## src/inc/rtc_ctrl_pkg.sv

```systemverilog
// Constants for the clock control and retention status registers
package rtc_ctrl_pkg;
  localparam int         ADDR_W         = 20;
  localparam int         DATA_W         = 8;
  localparam int         SEL_W          = 3;
  localparam logic [19:0] RETN_STAT_OFF = 20'hF00F9;
  localparam logic [19:0] CLK_CTRL0_OFF = 20'hFFF9D;
  localparam logic [7:0] RETN_STAT_RST  = 8'h00;
  localparam logic [7:0] CLK_CTRL0_RST  = 8'h00;
  localparam logic [7:0] CLK_CTRL0_WMSK = 8'hAF;
  localparam int         RETN_FLAG_BIT  = 0;
  localparam int         RUN_BIT        = 7;
  localparam int         ONE_HZ_OE_BIT  = 5;
  localparam int         HOUR_FMT_BIT   = 3;
  localparam int         PERIOD_LSB     = 0;
  localparam logic [2:0] PER_OFF        = 3'h0;
  localparam logic [2:0] PER_HALF_SEC   = 3'h1;
  localparam logic [2:0] PER_SEC        = 3'h2;
  localparam logic [2:0] PER_MIN        = 3'h3;
  localparam logic [2:0] PER_HOUR       = 3'h4;
  localparam logic [2:0] PER_DAY        = 3'h5;
endpackage

```

## src/logic/rtc_period_tick.sv

```systemverilog
// Constant-period event selector for the clock interrupt
`timescale 1ns/100ps
`default_nettype none
module rtc_period_tick
  import rtc_ctrl_pkg::*;
(
  input  wire logic             clk,
  input  wire logic             srst,
  input  wire logic             run,
  input  wire logic [SEL_W-1:0] sel,
  input  wire logic             tick_half_sec,
  input  wire logic             tick_sec,
  input  wire logic             tick_min,
  input  wire logic             tick_hour,
  input  wire logic             tick_day,
  input  wire logic             tick_month,
  output logic                  evt
);
  logic evt_reg;
  logic evt_next;

  always_comb begin
    evt_next = 1'b0;
    if (run) begin
      case (sel)
        PER_OFF:      evt_next = 1'b0;
        PER_HALF_SEC: evt_next = tick_half_sec;
        PER_SEC:      evt_next = tick_sec;
        PER_MIN:      evt_next = tick_min;
        PER_HOUR:     evt_next = tick_hour;
        PER_DAY:      evt_next = tick_day;
        default:      evt_next = tick_month;
      endcase
    end
  end

  always_ff @(posedge clk) begin
    if (srst) begin
      evt_reg <= 1'b0;
    end else begin
      evt_reg <= evt_next;
    end
  end

  assign evt = evt_reg;
endmodule
`default_nettype wire

```

## src/logic/rtc_ctrl.sv

```systemverilog
// Clock control register 0, retention status flag and 1 Hz pin gating
// Notes on behaviour
// - Writing 1 to retention flag bit sets it; writing 0 does nothing.
// - Retention status clears only on retention-voltage reset; other resets keep it.
// - Flag 1 means no retention reset; 0 means never set or reset happened.
// - Retention status takes byte writes only; control register takes bit and byte writes.
// - Control register clears to zero on retention-voltage reset.
// - Run bit 7 stops counter at 0, counts at 1.
// - 1 Hz pin toggles only when output enable bit 5 and run bit are set.
// - With run bit clear there is no 1 Hz output whatever the enable.
// - Changing output enable while running may glitch the pin; software avoids it.
// - Hour format bit 3 picks 12-hour at 0, 24-hour at 1.
// - Period field selects off, half second, second, minute, hour, day or month.
// - With peripheral clock gate low, control writes ignored; retention writes still work.
`timescale 1ns/100ps
`default_nettype none
module rtc_ctrl
  import rtc_ctrl_pkg::*;
(
  input  wire logic              CLK_SYS,
  input  wire logic              SRST,
  input  wire logic              RETN_RST,
  input  wire logic              PCLK_GATE,
  input  wire logic [ADDR_W-1:0] SFR_ADDR,
  input  wire logic              SFR_WR,
  input  wire logic              SFR_BIT_WR,
  input  wire logic [2:0]        SFR_BIT_SEL,
  input  wire logic [DATA_W-1:0] SFR_WDATA,
  input  wire logic              SFR_RD,
  output logic      [DATA_W-1:0] SFR_RDATA,
  input  wire logic              TICK_HALF_SEC,
  input  wire logic              TICK_SEC,
  input  wire logic              TICK_MIN,
  input  wire logic              TICK_HOUR,
  input  wire logic              TICK_DAY,
  input  wire logic              TICK_MONTH,
  input  wire logic              ONE_HZ_SRC,
  output logic                   COUNT_RUN,
  output logic                   HOUR_24,
  output logic      [SEL_W-1:0]  PERIOD_SEL,
  output logic                   ONE_HZ_OUT,
  output logic                   ONE_HZ_OE,
  output logic                   PERIOD_FLAG_SET,
  output logic                   CLOCK_IRQ,
  output logic                   RETN_FLAG
);
  logic [DATA_W-1:0] ctrl_reg;
  logic [DATA_W-1:0] ctrl_next;
  logic              retn_reg;
  logic              retn_next;
  logic [DATA_W-1:0] rdata_reg;
  logic [DATA_W-1:0] rdata_next;
  logic              one_hz_reg;
  logic              one_hz_next;
  logic              one_hz_oe_reg;
  logic              one_hz_oe_next;
  logic              period_evt;
  logic              sel_ctrl;
  logic              sel_retn;
  logic [DATA_W-1:0] bit_mask;

  function automatic logic addr_hit(input logic [ADDR_W-1:0] a, input logic [ADDR_W-1:0] off);
    addr_hit = (a == off);
  endfunction

  assign sel_ctrl = addr_hit(SFR_ADDR, CLK_CTRL0_OFF);
  assign sel_retn = addr_hit(SFR_ADDR, RETN_STAT_OFF);
  assign bit_mask = DATA_W'(1) << SFR_BIT_SEL;

  // Register writes
  always_comb begin
    ctrl_next = ctrl_reg;
    retn_next = retn_reg;
    if (RETN_RST) begin
      ctrl_next = CLK_CTRL0_RST;
      retn_next = RETN_STAT_RST[RETN_FLAG_BIT];
    end else begin
      if (PCLK_GATE && sel_ctrl) begin
        if (SFR_WR) begin
          ctrl_next = SFR_WDATA & CLK_CTRL0_WMSK;
        end else if (SFR_BIT_WR) begin
          if (SFR_WDATA[0]) begin
            ctrl_next = (ctrl_reg | bit_mask) & CLK_CTRL0_WMSK;
          end else begin
            ctrl_next = ctrl_reg & ~bit_mask;
          end
        end
      end
      if (sel_retn && SFR_WR && SFR_WDATA[RETN_FLAG_BIT]) begin
        retn_next = 1'b1;
      end
    end
  end

  always_ff @(posedge CLK_SYS) begin
    ctrl_reg <= ctrl_next;
    retn_reg <= retn_next;
  end

  // Read port and 1 Hz pin
  always_comb begin
    rdata_next = rdata_reg;
    if (SFR_RD) begin
      rdata_next = '0;
      if (sel_ctrl) begin
        rdata_next = ctrl_reg;
      end else if (sel_retn) begin
        rdata_next[RETN_FLAG_BIT] = retn_reg;
      end
    end
    // Registered gating keeps the pin clean except on an enable change
    one_hz_oe_next = ctrl_reg[RUN_BIT] && ctrl_reg[ONE_HZ_OE_BIT];
    one_hz_next    = one_hz_oe_next && ONE_HZ_SRC;
  end

  always_ff @(posedge CLK_SYS) begin
    if (SRST || RETN_RST) begin
      rdata_reg     <= '0;
      one_hz_reg    <= 1'b0;
      one_hz_oe_reg <= 1'b0;
    end else begin
      rdata_reg     <= rdata_next;
      one_hz_reg    <= one_hz_next;
      one_hz_oe_reg <= one_hz_oe_next;
    end
  end

  rtc_period_tick u_period (
    .clk           (CLK_SYS),
    .srst          (SRST || RETN_RST),
    .run           (ctrl_reg[RUN_BIT]),
    .sel           (ctrl_reg[PERIOD_LSB +: SEL_W]),
    .tick_half_sec (TICK_HALF_SEC),
    .tick_sec      (TICK_SEC),
    .tick_min      (TICK_MIN),
    .tick_hour     (TICK_HOUR),
    .tick_day      (TICK_DAY),
    .tick_month    (TICK_MONTH),
    .evt           (period_evt)
  );

  assign SFR_RDATA       = rdata_reg;
  assign COUNT_RUN       = ctrl_reg[RUN_BIT];
  assign HOUR_24         = ctrl_reg[HOUR_FMT_BIT];
  assign PERIOD_SEL      = ctrl_reg[PERIOD_LSB +: SEL_W];
  assign ONE_HZ_OUT      = one_hz_reg;
  assign ONE_HZ_OE       = one_hz_oe_reg;
  assign PERIOD_FLAG_SET = period_evt;
  assign CLOCK_IRQ       = period_evt;
  assign RETN_FLAG       = retn_reg;
endmodule
`default_nettype wire

```

## config.mk

```make
export PLATFORM = sky130hd
export DESIGN_NAME = rtc_ctrl
export DESIGN_NICKNAME = d
export VERILOG_FILES = /design/src/inc/rtc_ctrl_pkg.sv /design/src/logic/rtc_period_tick.sv /design/src/logic/rtc_ctrl.sv
export SDC_FILE = /design/constraint.sdc
export NUM_CORES = 1
export LEC_CHECK = 0
export BUFFER_PORTS_ARGS = -buffer_cell sky130_fd_sc_hd__buf_4
export CORE_MARGIN = 1
export CORE_UTILIZATION = 40
export CTS_BUF_LIST = sky130_fd_sc_hd__clkbuf_4
export CTS_CLUSTER_DIAMETER = 150
export DETAILED_ROUTE_END_ITERATION = 7
export MAX_ROUTING_LAYER = met4
export PLACE_DENSITY = 0.78
export SYNTH_ARGS = -nofsm -noshare
export SYNTH_HDL_FRONTEND = slang
export SYNTH_SLANG_ARGS = --single-unit
```

## constraint.sdc

```tcl
create_clock -name CLK_SYS -period 4.7 [get_ports CLK_SYS]
set_clock_uncertainty 0.15 [all_clocks]
set_input_delay 1.175 -clock CLK_SYS [delete_from_list [all_inputs] [get_ports CLK_SYS]]
set_output_delay 1.175 -clock CLK_SYS [all_outputs]
set_load 0.05 [all_outputs]
```

# == Yosys cells after proc, flatten, opt, wreduce, memory -nomap -nowiden ==
# Cells that the tools add are included.
# classes
n_eq_ne,7
n_shift,1
muxes,7
n_bitwise,4
n_reduce_logical,10
# op_table
op,count
$eq 20x20->1 const B,2
$mux 8,3
$and 8x8->8,1
$not 8->8,1
$or 8x8->8,1
$shl 1x3->8 const A,1
$mux 7,1
$eq 3x2->1 const B,2
$eq 3x3->1 const B,2
$pmux 1 s6,1
$logic_and 1x1->1,5
$eq 3x1->1 const B,1
$logic_not 3->1,1
$mux 1,2
$reduce_and 2->1,1
$reduce_bool 2->1,1
$reduce_or 2->1,1
$logic_or 1x1->1,1
$not 1->1,1
# word_totals
reg_bits,20
out_inout_bits,18
elab_cells,35

# == Logic depth before layout (Yosys ltp) ==
# Gate-level depths: netlist (run 1).
# logic_depth
word_depth,6
depth_mapped,6

# == By module ==
# Synthesis (run 1) repeated with hierarchy kept, for this count alone.
# hier_totals
hier_cells,138
hier_area_um2,1154.9
# by_module_without_submodules
mod,n_inst,cells_per_inst,area_per_inst_um2,seq_area_each_um2
rtc_ctrl,1,128,1073.5,380.4
rtc_period_tick,1,10,81.3,20.0

# == Least setup slack after synthesis (run 1) ==
# Ideal clock, no wire load.
# synth_path
path_kind,input to register
start,in SFR_ADDR[6]
end,reg with a tool-made name
setup_time_ns,0.070
arrival_ns,2.676
t_required_ns,4.480
path_slack_ns,1.803
path_stages,5
n_path_buf,1
path_cell_list,nand4bb_4 or4_4 buf_6 or4_1 a21oi_1
# synth_lines
item,line_no,text
"start, declared",rtc_ctrl.sv:24,"input wire logic [ADDR_W-1:0] SFR_ADDR,"

==> flow_summary.ini, run 1 <==
[sta]
fmax_mhz = 365.4
setup-violations-final = 0
worst_pin_slew_ns = 0.9412
max_slew_margin = 0.3673
post-route-period-util = 0.5822
whs_ns = 0.3086
layout_min_cycle_time_ns = 2.736
hold_viol = 0
finalMaxSlewViolations = 0
grt_setup_unrepaired = no
layout_setup_ws_ns = 1.964
tns_ns = 0

[clocking]
root_buffer = clkbuf_4
hold_buffers = 0
cts_buffer_depth = 2
cts.repair.resized = 0
cts_tree = yes
h-tree-depth = 1
cts_setup_buffers = 0
cts.sinks = 20
insertion_delay_ns = 0.30
cts_buffers = 3
cts.clk_slew.worst_paths_ns = 0.12

[detailed_routing]
firstDrtPassIters = 4
postRouteAntennaNets = 0
wl_per_cell_um = 14.10
avgViaCountPerCell = 5.747
drt-total-wl_mm = 3.117
drcViolationCount = 0
via_count = 1270
drtIter0Drc = 66

[setup_path]
required_ns = 4.78
cp.arrival_ns = 2.82
cp_max_fo = 11
cp-start-kind = input port
crit_type = in2reg
end_kind = register

[logic_synthesis]
synth_edf_count = 0
yosysSeqAreaShare = 0.3456
synth_nets = 184
synth_largest_area_cell = dfxtp_1
yosys_register_bits = 20
syn-cell-area_um2 = 1159
ys.flop_type = dfxtp_1
avgSynthCellArea_um2 = 8.335
synth_top_area_frac = 0.3456
synth.top_cells.by_area = dfxtp_1 35%, a21oi_1 8.6%, nand2b_1 6.5%
synthTopCellsByCount = 20 x a21oi_1, 20 x dfxtp_1, 12 x nand2b_1
syn_inst = 139
synthDistinctLibCells = 36
ys_warn_count = 0
async_flop_share = 0

[placement]
gp_congestion = 0.8536
pre_cts_ws_ns = 1.673
numPortBuffers = 60
placed_area_um2 = 1577
place_hpwl_mm = 2.455

[global_route]
grt_use_met1 = 0.2599
use_met3 = 0.03488
grt_pass1_wl_mm = 5.471
gr-total-overflow = 0
met2_usage = 0.3890
grt_busiest_layer = met2
antenna_found_initial = 0
grt_max_degree = 21
grt_pass1_vias = 1229
grt_usage = 0.2244

[power_and_ir_drop]
p_leak_nw = 0.6310
finalPower_mw = 0.3097
p_per_area_nw_per_um2 = 193.2
worst_ir_drop_vdd_v = 0.0001401

[final_layout]
final_area_um2 = 1603
areaGrowthSynthToFinish_pct = 38.34
nets = 236
fill_cells = 255
drive_gt1_frac = 0.3579
diodes = 0

[die]
rows = 19
die_area_um2 = 3116
start_util = 0.4201
die_x_um = 55.82
core_area_um2 = 2758
die_h_um = 55.82
ioPinCount = 63

[run_status]
status = complete, no violations

[hold_path]
min_path_type = reg2reg

[run]
maxCapViolations = 0
## cell type report
type                       count  area [um2]  area share
inverter                       4       15.01    0.009368
sequential                    20       400.4      0.2498
clock inverter                 1       3.754    0.002342
timing repair buffer          60       450.4      0.2810
multi-input combinational    102       671.9      0.4192
tap                           31       38.79     0.02420
clock buffer                   3       22.52     0.01405
## metal layers
metal  vias to the layer above  share of wire
li1                        628              -
met1                       591           0.39
met2                        45           0.53
met3                         6          0.053
met4                         0          0.018
met5                         -              0
## layout by cell type, fill, tap and decap left out, types with 2 or more instances in the layout
cell	count
a311o_1	2
and3_1	2
nand4b_1	2
nand4_1	10
nand2b_1	12
a21oi_1	20
clkbuf_4	3
nand2_1	7
nor2_1	5
dfxtp_1	20
or4_1	4
a31oi_1	3
and2_1	4
buf_4	60
o31ai_1	7
nand3_1	3
o31a_1	4
inv_1	4
## cells by family after synthesis
logic type / synth area share
simple gates: 0.3359
compound gates: 0.2354
flops: 0.3456
buf+inv: 0.07451
mux: 0.008640
## path summary, 6_finish.rpt
path / startpoint / end / slack, ns / depth (start not counted)
min reg2reg: ctrl_reg[4] / ctrl_reg[4] / 0.31 / 2
max: SFR_ADDR[6] / register / 1.96 / 5
max reg2reg: register / u_period.evt / 3.32 / 4
min: ctrl_reg[4] / ctrl_reg[4] / 0.31 / 2
## power breakdown
part | internal (mW) | total (mW) | leakage [nW] | switching [mW]
Sequential | 0.170 | 0.170 | 0.161 | 0.000104
Combinational | 0.0327 | 0.0574 | 0.455 | 0.0247
Clock | 0.0310 | 0.0826 | 0.0154 | 0.0516
Total | 0.233 | 0.310 | 0.631 | 0.0764
## critical path: stages
cell and delay, ns:
buf_4 0.11, nand4bb_4 0.22, or4_4 0.59, or4_1 0.55, a21oi_1 0.16
## per-stage QoR
| stage | std cells | util |
|---|---|---|
| after floorplan | 139 | - |
| after global placement | 217 | 0.5717 |
| after detailed placement | 217 | 0.5717 |
| after CTS | 221 | 0.5812 |
| after global routing | 221 | 0.5812 |
| final | 221 | 0.5812 |
Note: power is estimated with default switching activity, not from simulation.
==> inputs of run 2 (changes only) <==
--- a/config.mk
+++ b/config.mk
@@ -5,6 +5,7 @@
 export SDC_FILE = /design/constraint.sdc
 export NUM_CORES = 1
 export LEC_CHECK = 0
+export ABC_AREA = 1
 export BUFFER_PORTS_ARGS = -buffer_cell sky130_fd_sc_hd__buf_4
 export CORE_MARGIN = 1
 export CORE_UTILIZATION = 40
@@ -12,7 +13,7 @@
 export CTS_CLUSTER_DIAMETER = 150
 export DETAILED_ROUTE_END_ITERATION = 7
 export MAX_ROUTING_LAYER = met4
-export PLACE_DENSITY = 0.78
+export PLACE_DENSITY = 0.79
 export SYNTH_ARGS = -nofsm -noshare
 export SYNTH_HDL_FRONTEND = slang
 export SYNTH_SLANG_ARGS = --single-unit
==> constraint.sdc (replaced) <==
create_clock -name CLK_SYS -period 2.4 [get_ports CLK_SYS]
set_clock_uncertainty 0.15 [all_clocks]
set_input_delay 0.6 -clock CLK_SYS [delete_from_list [all_inputs] [get_ports CLK_SYS]]
set_output_delay 0.6 -clock CLK_SYS [all_outputs]
set_load 0.05 [all_outputs]
==> flow_summary.ini, run 2 <==
[logic_synthesis]
synth_edf_count = 0
avgSynthCellArea_um2 = 6.250
post-synth-top-count-cell = nand2_1
synth_nets = 250
yosysSeqAreaShare = 0.3125
ys.flop_type = dfxtp_1
syn-cell-area_um2 = 1281
ys_warn_count = 0
synth_largest_area_cell = dfxtp_1
async_flop_share = 0
synthDistinctLibCells = 25
syn_inst = 205
yosys_register_bits = 20
synthTopCellsByCount = 57 x nand2_1, 33 x nor2_1, 25 x inv_1
synth.top_cells.by_area = dfxtp_1 31%, nand2_1 17%, nor2_1 9.7%
synth_top_area_frac = 0.3125

[setup_path]
cp.depth = 1
cp_max_fo = 7
rrSetupSlack_ns = 1.25
critPathBufInv = 1
cp.arrival_ns = 1.01
critical_path.cell_chain = buf_4
crit_family = flip-flops
reg2reg_depth = 5
required_ns = 1.65
max_stage_delay_ns = 0.46
end_kind = primary output
crit_slowest_cell = dfxtp_1
crit_type = reg2out
cp-start-kind = register

[clocking]
cts.clk_slew.worst_paths_ns = 0.11
cts_tree = yes
hold_buffers = 0
cts_buffer_depth = 2
root_buffer = clkbuf_4
h-tree-depth = 1
cts.sinks = 20
cts_setup_buffers = 0
insertion_delay_ns = 0.30
cts_buffers = 3
cts.repair.resized = 0

[global_route]
gr-total-overflow = 0
grt_max_degree = 21
antenna_found_initial = 0
grt_usage = 0.1835
grt_pass1_wl_mm = 4.795
grt_pass1_vias = 1177

[power_and_ir_drop]
p_per_area_nw_per_um2 = 367.0
worst_ir_drop_vdd_v = 0.0003332
p_leak_nw = 0.8204

[final_layout]
diodes = 0
final_cell_mix = 60 x buf_4, 57 x nand2_1, 33 x nor2_1, 25 x inv_1, 20 x dfxtp_1
nets = 306
fill_cells = 328
final_common_cell = buf_4
instances_no_fill = 304
areaGrowthSynthToFinish_pct = 35.94
final_util = 0.5705
drive_gt1_frac = 0.2923

[sta]
layout_min_cycle_time_ns = 1.761
post-route-period-util = 0.7339
grt_setup_unrepaired = no
layout_setup_ws_ns = 0.6387
setup-violations-final = 0
fmax_mhz = 567.8
max_slew_margin = 0.6628
hold_viol = 0
finalMaxSlewViolations = 0
tns_ns = 0
worst_pin_slew_ns = 0.5059

[die]
die_h_um = 58.60
core_area_um2 = 3053
die_x_um = 58.60
die_area_um2 = 3433
start_util = 0.4197
ioPinCount = 63
rows = 20

[detailed_routing]
firstDrtPassIters = 4
avgViaCountPerCell = 4.595
wl_per_cell_um = 9.313
drt-total-wl_mm = 2.831
via_count = 1397
drcViolationCount = 0
postRouteAntennaNets = 0
drtIter0Drc = 24

[placement]
dp_cells = 300
numPortBuffers = 60
pre_cts_ws_ns = 0.4234
gp_congestion = 0.8479
place_hpwl_mm = 2.270

[hold_path]
min_path_type = reg2reg
worstHoldPathCells = 2

[run_status]
status = complete, no violations

[run]
maxCapViolations = 0
==> run 2: changes by cell type after synthesis, sizes merged, moves of 11 or more <==
cell and change:
a21oi -11, nand2 +50, nand3 +12, nor2 +31
inv +23, nand2b -12
==> run 2: kinds of logic after synthesis <==
kind of cell           Yosys count  share of synthesized area
AO/OA/AOI/OAI                   25                     0.1133
AND/OR/NAND/NOR                123                     0.4365
buffers and inverters           37                     0.1377
flip-flops                      20                     0.3125
==> run 2: layer usage <==
| layer | GRT usage | part of all wire |
|---|---|---|
| met2 | 0.3103 | 0.46 |
| met3 | 0.03956 | 0.062 |
| met4 | 0.04082 | 0.010 |
| met1 | 0.2245 | 0.47 |
| met5 | - | 0 |
==> run 2: path summary, 6_finish.rpt <==
kind,startpoint,endpoint
max reg2reg,register,u_period.evt
min,ctrl_reg[6],ctrl_reg[6]
max,register,PERIOD_SEL[1]
min reg2reg,ctrl_reg[6],ctrl_reg[6]
==> run 2: area by class of cell <==
class	instances	area [um2]	share of cell area
clock buffer	3	22.52	0.01293
clock inverter	1	3.754	0.002155
inverter	28	105.1	0.06034
multi-input combinational	148	704.4	0.4045
sequential	20	400.4	0.2299
tap	44	55.05	0.03161
timing repair buffer	60	450.4	0.2586
==> run 2: stage by stage <==
stage / hold slack (ns) / instance area, um2 / total power, mW
6_report: 0.3164 / 1742 / 0.6392
5_1_grt: 0.3465 / 1742 / 0.6702
4_1_cts: 0.3139 / 1742 / 0.6483
3_5_place_dp: 0.2969 / 1715 / 0.4853
3_3_place_gp: 0.2970 / 1715 / 0.4843
2_1_floorplan: 0.2824 / 1281 / 0.4135
==> run 2: where the power goes <==
group | switching, mW | total (mW) | internal, mW
Combinational | 0.0731 | 0.141 | 0.0676
Clock | 0.100 | 0.161 | 0.0607
Sequential | 0.00180 | 0.337 | 0.336
